**src/logic/diag_alarm_defines.svh**
```systemverilog
// offsets, field positions, codes and timing figures of the diagnostic and alarm unit
`ifndef DIAG_ALARM_DEFINES_SVH
`define DIAG_ALARM_DEFINES_SVH

// ****************************************
// register byte offsets
// ****************************************
`define REG_CTRL 8'h00
`define REG_CHAN_EN 8'h04
`define REG_DIAG_EN 8'h08
`define REG_EDGE_EN 8'h0C
`define REG_PROC_IN 8'h10
`define REG_HW_REC 8'h14
`define REG_HW_STAT 8'h18
`define REG_DIAG_STAT 8'h1C

// ****************************************
// field positions
// ****************************************
`define CTRL_PARAMS_BIT 0
`define HW_ACK_BIT 0
`define HW_LOST_BIT 1
`define EDGE_FALL_LSB 8
`define DIAG_CODE_LSB 8
`define DIAG_CH_LSB 16

// ****************************************
// record and event codes
// ****************************************
`define RECORD_ID 16'h0001
`define EVT_RISE 8'h01
`define EVT_FALL 8'h02
`define CODE_SHORT 8'h01
`define CODE_WIRE_BREAK 8'h06
`define CODE_PARAM_ERR 8'h10
`define CODE_SUPPLY 8'h11
`define CODE_HW_LOST 8'h16
`define CODE_UNAVAIL 8'h1F
`define CODE_NONE 8'h00

// ****************************************
// timing
// ****************************************
`define CLK_KHZ 40000
`define BLINK_HALF_MS 250

`endif

```
**src/logic/diag_alarm_pkg.sv**
```systemverilog
// types shared by the diagnostic and alarm unit
package diag_alarm_pkg;

  typedef struct packed {
    logic [15:0] id;
    logic [7:0] chan;
    logic [7:0] evt;
  } hw_record_t;

  typedef struct packed {
    logic unavail;
    logic hw_lost;
    logic supply;
    logic param_err;
    logic wire_break;
    logic short_gnd;
  } diag_events_t;

  typedef enum logic [1:0] {LED_DARK, LED_FLASH, LED_STEADY} led_mode_t;

endpackage

```
**src/logic/blink_gen.sv**
```systemverilog
// free-running flash source for the indicators
`timescale 1ns/100ps
`default_nettype none
module blink_gen #(
  parameter int HALF_CYCLES = 10000000
) (
  // clock and reset
  input wire logic mclk,
  input wire logic rst_b,
  // flash level
  output var logic blink
);
  logic [31:0] cnt_q;

  // one toggle period
  always_ff @(posedge mclk or negedge rst_b) begin
    if (!rst_b) begin
      cnt_q <= 32'h0;
      blink <= 1'b0;
    end else if (cnt_q == 32'(HALF_CYCLES - 1)) begin
      cnt_q <= 32'h0;
      blink <= ~blink;
    end else begin
      cnt_q <= cnt_q + 32'h1;
    end
  end
endmodule
`default_nettype wire

```
**src/logic/digital_input_diag_alarm_unit.sv**
```systemverilog
// status indication, diagnostic alarm and edge interrupt logic of an eight-channel input
//
// Summary of operation
// module indicator off while the backplane supply is bad
// module indicator flashes while no parameters are assigned
// module indicator steady when assigned and no diagnostic pending
// module indicator flashes when assigned and a diagnostic is pending
// both channel indicators off when deactivated or input is 0; a deactivated channel still lights status or error from its pins
// status only when voltage above 11 V or no supply
// error only when supply present and voltage below 11 V
// both channel indicators on when active with a recognised diagnostic
// supply indicator follows the field supply
// diagnostic events: short, wire break, parameters, supply, lost, unavailable
// hardware interrupt on rising and on falling input edges
// record opens with a 16-bit structure id of 0001
// then one byte with the channel number 0 to 7
// then one event byte: 01 rising, 02 falling
// every diagnostic event raises an alarm with a readable code
// short circuit reported with code 01
// wire break reported with code 06
// parameter error reported with code 10
// missing field supply reported with code 11
// unacknowledged interrupt blocks a new one and reports code 16
// lost interrupt condition stays until new parameters are assigned
// during firmware update inputs freeze and code 1F is reported
// all flashing uses one configurable toggle period
`include "diag_alarm_defines.svh"
`timescale 1ns/100ps
`default_nettype none
module digital_input_diag_alarm_unit
  import diag_alarm_pkg::*;
#(
  parameter int CH = 8,
  parameter int BLINK_CYCLES = `BLINK_HALF_MS * `CLK_KHZ
) (
  // clock and reset
  input wire logic mclk,
  input wire logic rst_b,
  // field pins
  input wire logic [CH-1:0] din,
  input wire logic [CH-1:0] volt_low,
  input wire logic [CH-1:0] short_gnd,
  input wire logic [CH-1:0] wire_open,
  input wire logic field_supply_ok,
  input wire logic backplane_ok,
  input wire logic fw_update,
  // register port
  input wire logic [7:0] addr,
  input wire logic [31:0] wdata,
  input wire logic wr,
  input wire logic rd,
  output var logic [31:0] rdata,
  // alarms to the controller
  output var logic hw_irq,
  output var logic diag_alarm,
  output var logic [7:0] diag_code,
  // indicators
  output var logic diag_led,
  output var logic [CH-1:0] chan_status_led,
  output var logic [CH-1:0] chan_error_led,
  output var logic supply_indicator
);

  // ****************************************
  // synchronised pins
  // ****************************************
  localparam int SW = 4 * CH + 3;
  logic [SW-1:0] sync_v;
  logic [CH-1:0] din_s;
  logic [CH-1:0] vlow_s;
  logic [CH-1:0] short_s;
  logic [CH-1:0] wopen_s;
  logic field_ok_s;
  logic bp_ok_s;
  logic fw_s;
  logic blink;

  input_sync #(.W(SW)) u_sync (
    .mclk(mclk),
    .rst_b(rst_b),
    .async_in({fw_update, backplane_ok, field_supply_ok, wire_open, short_gnd, volt_low, din}),
    .sync_out(sync_v)
  );

  assign {fw_s, bp_ok_s, field_ok_s, wopen_s, short_s, vlow_s, din_s} = sync_v;

  blink_gen #(.HALF_CYCLES(BLINK_CYCLES)) u_blink (
    .mclk(mclk),
    .rst_b(rst_b),
    .blink(blink)
  );

  // ****************************************
  // software registers
  // ****************************************
  logic params_q;
  logic [CH-1:0] chan_en_q;
  logic [CH-1:0] diag_en_q;
  logic [CH-1:0] rise_en_q;
  logic [CH-1:0] fall_en_q;
  logic new_params;
  logic hw_ack;
  logic [5:0] diag_clr;

  assign new_params = wr && (addr == `REG_CTRL) && wdata[`CTRL_PARAMS_BIT];
  assign hw_ack = wr && (addr == `REG_HW_STAT) && wdata[`HW_ACK_BIT];
  assign diag_clr = (wr && (addr == `REG_DIAG_STAT)) ? wdata[5:0] : 6'h00;

  always_ff @(posedge mclk or negedge rst_b) begin
    if (!rst_b) begin
      params_q <= 1'b0;
      chan_en_q <= '0;
      diag_en_q <= '0;
      rise_en_q <= '0;
      fall_en_q <= '0;
    end else if (wr) begin
      if (addr == `REG_CTRL) begin
        params_q <= wdata[`CTRL_PARAMS_BIT];
      end else if (addr == `REG_CHAN_EN) begin
        chan_en_q <= wdata[CH-1:0];
      end else if (addr == `REG_DIAG_EN) begin
        diag_en_q <= wdata[CH-1:0];
      end else if (addr == `REG_EDGE_EN) begin
        rise_en_q <= wdata[CH-1:0];
        fall_en_q <= wdata[`EDGE_FALL_LSB +: CH];
      end
    end
  end

  // ****************************************
  // process values and edges
  // ****************************************
  logic [CH-1:0] proc_q;
  logic [CH-1:0] rise;
  logic [CH-1:0] fall;
  logic [CH-1:0] hits;

  // inputs frozen during update
  always_ff @(posedge mclk or negedge rst_b) begin
    if (!rst_b) begin
      proc_q <= '0;
    end else if (!fw_s) begin
      proc_q <= din_s;
    end
  end

  // rising and falling edges
  assign rise = fw_s ? '0 : (din_s & ~proc_q);
  assign fall = fw_s ? '0 : (~din_s & proc_q);
  assign hits = chan_en_q & {CH{params_q}} & ((rise & rise_en_q) | (fall & fall_en_q));

  // ****************************************
  // hardware interrupt record
  // ****************************************
  logic edge_hit;
  logic multi_hit;
  logic [7:0] hit_chan;
  logic hit_rise;
  hw_record_t rec_q;
  logic hw_pend_q;
  logic lost_q;

  assign edge_hit = |hits;
  assign multi_hit = |(hits & (hits - CH'(1)));

  always_comb begin
    hit_chan = 8'h00;
    hit_rise = 1'b0;
    for (int i = CH - 1; i >= 0; i--) begin
      if (hits[i]) begin
        hit_chan = 8'(i);
        hit_rise = rise[i];
      end
    end
  end

  // id, channel and event captured together
  always_ff @(posedge mclk or negedge rst_b) begin
    if (!rst_b) begin
      rec_q <= '0;
      hw_pend_q <= 1'b0;
    end else if (edge_hit && (!hw_pend_q || hw_ack)) begin
      rec_q.id <= `RECORD_ID;
      // channel byte
      rec_q.chan <= hit_chan;
      // event byte
      rec_q.evt <= hit_rise ? `EVT_RISE : `EVT_FALL;
      hw_pend_q <= 1'b1;
    end else if (hw_ack) begin
      hw_pend_q <= 1'b0;
    end
  end

  assign hw_irq = hw_pend_q;

  // blocked interrupt sets the lost flag
  // cleared only by new parameters
  always_ff @(posedge mclk or negedge rst_b) begin
    if (!rst_b) begin
      lost_q <= 1'b0;
    end else if ((edge_hit && hw_pend_q && !hw_ack) || multi_hit) begin
      lost_q <= 1'b1;
    end else if (new_params) begin
      lost_q <= 1'b0;
    end
  end

  // ****************************************
  // diagnostic alarms
  // ****************************************
  diag_events_t cond;
  diag_events_t sticky_q;
  logic diag_pend;
  logic [7:0] code_d;
  logic [7:0] diag_ch_q;

  // diagnostic event sources
  always_comb begin
    cond.short_gnd = |(short_s & chan_en_q);
    cond.wire_break = |(wopen_s & chan_en_q & diag_en_q);
    cond.param_err = params_q && |((rise_en_q | fall_en_q | diag_en_q) & ~chan_en_q);
    cond.supply = !field_ok_s;
    cond.hw_lost = lost_q;
    cond.unavail = fw_s;
  end

  // sticky events, a new event wins over the clear
  always_ff @(posedge mclk or negedge rst_b) begin
    if (!rst_b) begin
      sticky_q <= '0;
      diag_ch_q <= 8'h00;
    end else begin
      sticky_q <= (sticky_q & ~diag_clr) | cond;
      diag_ch_q <= (diag_ch_q & ~{8{diag_clr[0] | diag_clr[1]}}) | 8'(short_s | wopen_s);
    end
  end

  assign diag_pend = (|sticky_q) || (|cond);

  always_comb begin
    code_d = `CODE_NONE;
    if (sticky_q.short_gnd) begin
      // short circuit
      code_d = `CODE_SHORT;
    end else if (sticky_q.wire_break) begin
      // wire break
      code_d = `CODE_WIRE_BREAK;
    end else if (sticky_q.param_err) begin
      // parameter error
      code_d = `CODE_PARAM_ERR;
    end else if (sticky_q.supply) begin
      // missing supply
      code_d = `CODE_SUPPLY;
    end else if (sticky_q.hw_lost) begin
      // lost interrupt
      code_d = `CODE_HW_LOST;
    end else if (sticky_q.unavail) begin
      // firmware update
      code_d = `CODE_UNAVAIL;
    end
  end

  always_ff @(posedge mclk or negedge rst_b) begin
    if (!rst_b) begin
      diag_code <= `CODE_NONE;
      diag_alarm <= 1'b0;
    end else begin
      diag_code <= code_d;
      diag_alarm <= |sticky_q;
    end
  end

  // ****************************************
  // indicators
  // ****************************************
  led_mode_t mod_mode;

  always_comb begin
    if (!bp_ok_s) begin
      // dark without backplane supply
      mod_mode = LED_DARK;
    end else if (!params_q) begin
      // not ready
      mod_mode = LED_FLASH;
    end else if (!diag_pend) begin
      // running clean
      mod_mode = LED_STEADY;
    end else begin
      // diagnostic pending
      mod_mode = LED_FLASH;
    end
  end

  always_ff @(posedge mclk or negedge rst_b) begin
    if (!rst_b) begin
      diag_led <= 1'b0;
      supply_indicator <= 1'b0;
    end else begin
      case (mod_mode)
        LED_DARK: diag_led <= 1'b0;
        LED_FLASH: diag_led <= blink;
        default: diag_led <= 1'b1;
      endcase
      // supply indicator
      supply_indicator <= field_ok_s;
    end
  end

  genvar c;
  generate
    for (c = 0; c < CH; c++) begin : g_chan
      always_ff @(posedge mclk or negedge rst_b) begin
        if (!rst_b) begin
          chan_status_led[c] <= 1'b0;
          chan_error_led[c] <= 1'b0;
        end else if (chan_en_q[c] && diag_en_q[c] && (short_s[c] || wopen_s[c])) begin
          // active with recognised diagnostic
          chan_status_led[c] <= 1'b1;
          chan_error_led[c] <= 1'b1;
        end else if (!field_ok_s) begin
          // no supply
          chan_status_led[c] <= 1'b1;
          chan_error_led[c] <= 1'b0;
        end else if (vlow_s[c]) begin
          // supply present, voltage low
          chan_status_led[c] <= 1'b0;
          chan_error_led[c] <= 1'b1;
        end else if (din_s[c]) begin
          // voltage above threshold
          chan_status_led[c] <= 1'b1;
          chan_error_led[c] <= 1'b0;
        end else begin
          // off
          chan_status_led[c] <= 1'b0;
          chan_error_led[c] <= 1'b0;
        end
      end
    end
  endgenerate

  // ****************************************
  // read port
  // ****************************************
  always_ff @(posedge mclk or negedge rst_b) begin
    if (!rst_b) begin
      rdata <= 32'h0;
    end else if (!rd) begin
      rdata <= 32'h0;
    end else if (addr == `REG_CTRL) begin
      rdata <= 32'(params_q);
    end else if (addr == `REG_CHAN_EN) begin
      rdata <= 32'(chan_en_q);
    end else if (addr == `REG_DIAG_EN) begin
      rdata <= 32'(diag_en_q);
    end else if (addr == `REG_EDGE_EN) begin
      rdata <= 32'(rise_en_q) | (32'(fall_en_q) << `EDGE_FALL_LSB);
    end else if (addr == `REG_PROC_IN) begin
      rdata <= 32'(proc_q);
    end else if (addr == `REG_HW_REC) begin
      rdata <= rec_q;
    end else if (addr == `REG_HW_STAT) begin
      rdata <= 32'({lost_q, hw_pend_q});
    end else if (addr == `REG_DIAG_STAT) begin
      rdata <= 32'(sticky_q) | (32'(code_d) << `DIAG_CODE_LSB)
               | (32'(diag_ch_q) << `DIAG_CH_LSB);
    end else begin
      rdata <= 32'h0;
    end
  end
endmodule
`default_nettype wire

```
**src/logic/input_sync.sv**
```systemverilog
// three-stage synchroniser, a change counts when stages two and three agree
`timescale 1ns/100ps
`default_nettype none
module input_sync #(
  parameter int W = 8
) (
  // clock and reset
  input wire logic mclk,
  input wire logic rst_b,
  // pins and synchronised levels
  input wire logic [W-1:0] async_in,
  output var logic [W-1:0] sync_out
);
  logic [W-1:0] s1_q;
  logic [W-1:0] s2_q;
  logic [W-1:0] s3_q;

  genvar i;
  generate
    for (i = 0; i < W; i++) begin : g_bit
      always_ff @(posedge mclk or negedge rst_b) begin
        if (!rst_b) begin
          s1_q[i] <= 1'b0;
          s2_q[i] <= 1'b0;
          s3_q[i] <= 1'b0;
          sync_out[i] <= 1'b0;
        end else begin
          s1_q[i] <= async_in[i];
          s2_q[i] <= s1_q[i];
          s3_q[i] <= s2_q[i];
          if (s2_q[i] == s3_q[i]) begin
            sync_out[i] <= s3_q[i];
          end
        end
      end
    end
  endgenerate
endmodule
`default_nettype wire
```
**config.mk**
```make
export PLATFORM = sky130hd
export DESIGN_NAME = digital_input_diag_alarm_unit
export DESIGN_NICKNAME = d
export VERILOG_FILES = /design/src/logic/diag_alarm_pkg.sv /design/src/logic/blink_gen.sv /design/src/logic/digital_input_diag_alarm_unit.sv /design/src/logic/input_sync.sv
export VERILOG_INCLUDE_DIRS = /design/src /design/src/logic
export SDC_FILE = /design/constraint.sdc
export NUM_CORES = 1
export LEC_CHECK = 0
export ABC_AREA = 1
export ABC_CLOCK_PERIOD_IN_PS = 2240
export BUFFER_PORTS_ARGS = -buffer_cell sky130_fd_sc_hd__buf_2
export CAP_MARGIN = 20
export CORE_ASPECT_RATIO = 0.7
export CORE_MARGIN = 4
export CORE_UTILIZATION = 57
export DETAILED_ROUTE_END_ITERATION = 6
export PLACE_DENSITY = 0.9
export REMOVE_ABC_BUFFERS = 1
export SYNTH_ARGS = -nofsm -noshare
export SYNTH_HDL_FRONTEND = slang
export SYNTH_SLANG_ARGS = --single-unit
```
**constraint.sdc**
```tcl
create_clock -name mclk -period 2.24 [get_ports mclk]
set_input_delay 0.224 -clock mclk [delete_from_list [all_inputs] [get_ports mclk]]
set_output_delay 0.224 -clock mclk [all_outputs]
set_load 0.02 [all_outputs]
```
==> flow_metrics.py <==
metrics = {
    "critical_path": {
        "cp-end-kind": "flop",
        "timing.critical_path.fanout_max": 4,
        "critPathLaunchType": "flop",
        "critPathArrivalTime_ns": 2.42,
        "worstSetupPathType": "reg2reg",
        "required_ns": 2.67,
    },
    "power_and_ir_drop": {
        "p_int_mw": 8.24,
        "switching_share_pct": 23.3,
        "combPwrFrac_pct": 6.6,
        "switching_power_mw": 2.51,
        "power.leakage_nw": 6.56,
        "clockPowerShare_pct": 41.3,
        "ir_drop_mv": 0.646,
        "pwr_density_cell_nw_per_um2": 806,
        "seq_power_share_pct": 52.1,
    },
    "timing": {
        "fin_ws_ns": 0.246,
        "final_hold_viol_count": 0,
        "rsz0062_at_grt": "false",
        "period_share_pct": 89.0,
        "setup_viol_count_final": 0,
        "tightest_slew_ns": 0.668,
        "relSlewSlack_pct": 55.1,
        "report.final.slew_viol_count": 0,
        "period_minus_slack_ns": 1.99,
        "fin_setup_tns_ns": 0,
        "whs_ns": 0.0448,
        "fin_skew_ns": 0.0149,
        "fmax_mhz": 501,
    },
    "synth": {
        "ys_ff_latch": 283,
        "syn_area_um2": 11000,
        "synth.largest_area_cell": "dfrtp_1",
        "synthTopCellsByCount": "283 x dfrtp_1, 175 x nand2_1, 133 x inv_1",
        "ys_types": 56,
        "yosysMostFrequentCell": "dfrtp_1",
        "yosysWarnings": 0,
        "synthFlopType": "dfrtp_1",
        "synth-xor-area-share_pct": 1.83,
        "async_flop_share_pct": 100,
        "synthMuxAreaShare_pct": 0.820,
        "synth_top_family_by_area": "simple AND/OR/NAND/NOR gates",
        "synthCells": 1027,
        "synth_compound_area_share_pct": 7.60,
        "synth_top_area_share_pct": 64.4,
        "yosysSeqAreaShare_pct": 64.4,
        "synth-edff-count": 0,
        "synthSimpleGateAreaFrac_pct": 15.8,
        "yosys-top-cells-area": "dfrtp_1 64%, nand2_1 6.0%, inv_1 4.5%, maj3_1 3.2%, o21ai_0 2.7%",
        "avgSynthCellArea_um2": 10.7,
        "yosys.area_share.adder_pct": 3.30,
    },
    "floorplan": {
        "die_h_um": 124,
        "chipWidth_um": 174,
        "dieArea_um2": 21600,
        "initial_core_util_pct": 58.1,
        "ios": 139,
        "core_area_um2": 18900,
        "rows": 42,
    },
    "clock_tree": {
        "cts.sinks": 283,
        "cts_buffers": 25,
        "root_buffer": "clkbuf_16",
        "clockBufferDepth": 3,
        "cts_tree": "yes",
        "htree_levels": 1,
        "clock_latency_ns": 0.54,
        "cts.clk_slew.worst_paths_ns": 0.06,
    },
    "routing": {
        "final_antenna_net_count": 0,
        "drc": 0,
        "via_per_inst": 5.64,
        "initialDrtViolationCount": 1163,
        "drtPass1Iterations": 6,
        "num_vias": 8408,
        "drt-total-wl_mm": 28.2,
        "wl_per_cell_um": 18.9,
    },
    "global_route": {
        "grt_pass1_wl_mm": 45.1,
        "grt_max_degree": 69,
        "grt_usage_pct": 26.8,
        "globalRoute.totalOverflow": 0,
        "grt_antenna_before_repair": 0,
        "grt_pass1_vias": 8398,
    },
    "hold_path": {
        "hold_class": "in2reg",
    },
    "cells_and_area": {
        "area_delta_synth_final_pct": 21.4,
        "fill_cells": 1263,
        "multi_input_area_um2": 3270,
        "antenna_cells": 0,
        "layout-drive-gt1-share_pct": 18.3,
        "seq_area_um2": 7080,
        "nets": 1310,
    },
    "placement": {
        "hpwlAfterDp_mm": 18.9,
        "pre_cts_ws_ns": 0.334,
        "numPortBuffers": 111,
        "gp_congestion": 0.993,
    },
    "run_status": {
        "outcome": "completed",
    },
    "flow_run": {
        "max_cap_violations": 0,
    },
}
## final timing paths
path / cells after the start / start / end / slack, ns
min in group asynchronous: 2 / rst_b / rdata[14] / 0.22
min: 3 / wdata[5] / rise_en_q[5] / 0.04
max in group asynchronous: 3 / rst_b / u_blink.cnt_q[0] / 1.17
max reg2reg: 7 / u_blink.cnt_q[2] / u_blink.cnt_q[29] / 0.25
max: 7 / u_blink.cnt_q[2] / u_blink.cnt_q[29] / 0.25
min reg2reg: 0 / u_sync.s1_q[14] / u_sync.s2_q[14] / 0.35
## through the flow
step / std cells / cell area [um^2] / utilization, % / power [mW]
floorplan: 1013 / 10900 / - / 5.91
global route: 1490 / 13300 / 70.5 / 11.1
finish: 1490 / 13300 / 70.5 / 10.7
CTS: 1490 / 13300 / 70.5 / 10.8
detailed placement: 1398 / 12000 / 63.5 / 6.30
global placement: 1398 / 12000 / 63.5 / 6.26
## critical path, cell delays in order, from the launching register on
cell and delay, ns:
dfrtp_1 0.39, nand3_1 0.21, inv_1 0.13, nand3_1 0.16, nor4_1 0.55, nand4_1 0.22, xor2_1 0.18, inv_1 0.05
## area by class of cell
| cell class | instances | area share, % |
|---|---|---|
| flip-flops and latches | 283 | 53.1 |
| multi-input cells | 593 | 24.5 |
| repair buffers | 190 | 9.85 |
| clock buffers | 37 | 5.40 |
| inverters | 137 | 3.86 |
| well taps | 242 | 2.27 |
| clock inverters | 8 | 1.03 |
## cells in the final DEF, fill, tap and decap left out, types with 3 or more instances in the layout
cell	count
dfrtp_1	283
nand2_1	175
inv_1	133
buf_2	110
nor2_1	72
o21ai_0	60
dlygate4sd3_1	47
a21oi_1	35
maj3_1	35
nand3_1	33
nor3_1	32
buf_4	29
clkbuf_16	25
nand4_1	21
xor2_1	21
conb_1	11
o211ai_1	9
mux2_2	8
nor4_1	7
clkbuf_1	7
nand3_2	6
nand2_2	6
nor2_4	5
o22ai_1	5
clkbuf_8	5
inv_2	4
nor2_2	4
o21a_1	3
a32oi_1	3
o221ai_1	3
o2111ai_1	3
or2_2	3
clkinvlp_4	3
bufinv_16	3
buf_12	3
## per-layer routing
metal  GRT usage, %  routed length (um)
met5              0                   0
met4           9.64                1080
met3           5.95                3010
met2           41.5               12400
met1           38.1               11700
## registers in the layout, summed over array words and instances, names as in the netlist, 4 cells and up
signal,count
u_sync.s2_q,35
u_sync.s3_q,35
u_sync.s1_q,35
proc_q,8
rdata,24
rec_q,6
diag_en_q,8
fall_en_q,8
chan_en_q,8
u_sync.sync_out,35
u_blink.cnt_q,32
chan_error_led,8
diag_code,4
rise_en_q,8
chan_status_led,8
sticky_q,6
diag_ch_q,8
## power by group through the flow
stage          Sequential [mW]  Combinational [mW]  Clock [mW]
4_1_cts                   5.58               0.706        4.50
3_5_place_dp              5.67               0.630           0
2_1_floorplan             5.65               0.253           0
5_1_grt                   5.62               0.787        4.73
3_3_place_gp              5.65               0.606           0
6_report                  5.59               0.710        4.44
## logic make-up (layout without fill, tap and decap cells)
family                     after synthesis  in the layout
buffers and inverters                  161            372
other                                    1             11
and+or+nand+nor                        375            375
xor gates and xnor gates                23             23
DFF                                    283            283
adders and majority gates               36             36
muxes                                    8              8
AOI/OAI and AO/OA                      140            140
## what timing repair did
item | CTS | global route
setup buffers | 0 | 0
endpoints found under the hold margin | 109 | 0
hold buffers | 47 | 0
gates resized for setup | 0 | 0
Power figures use the tool's default switching activity.
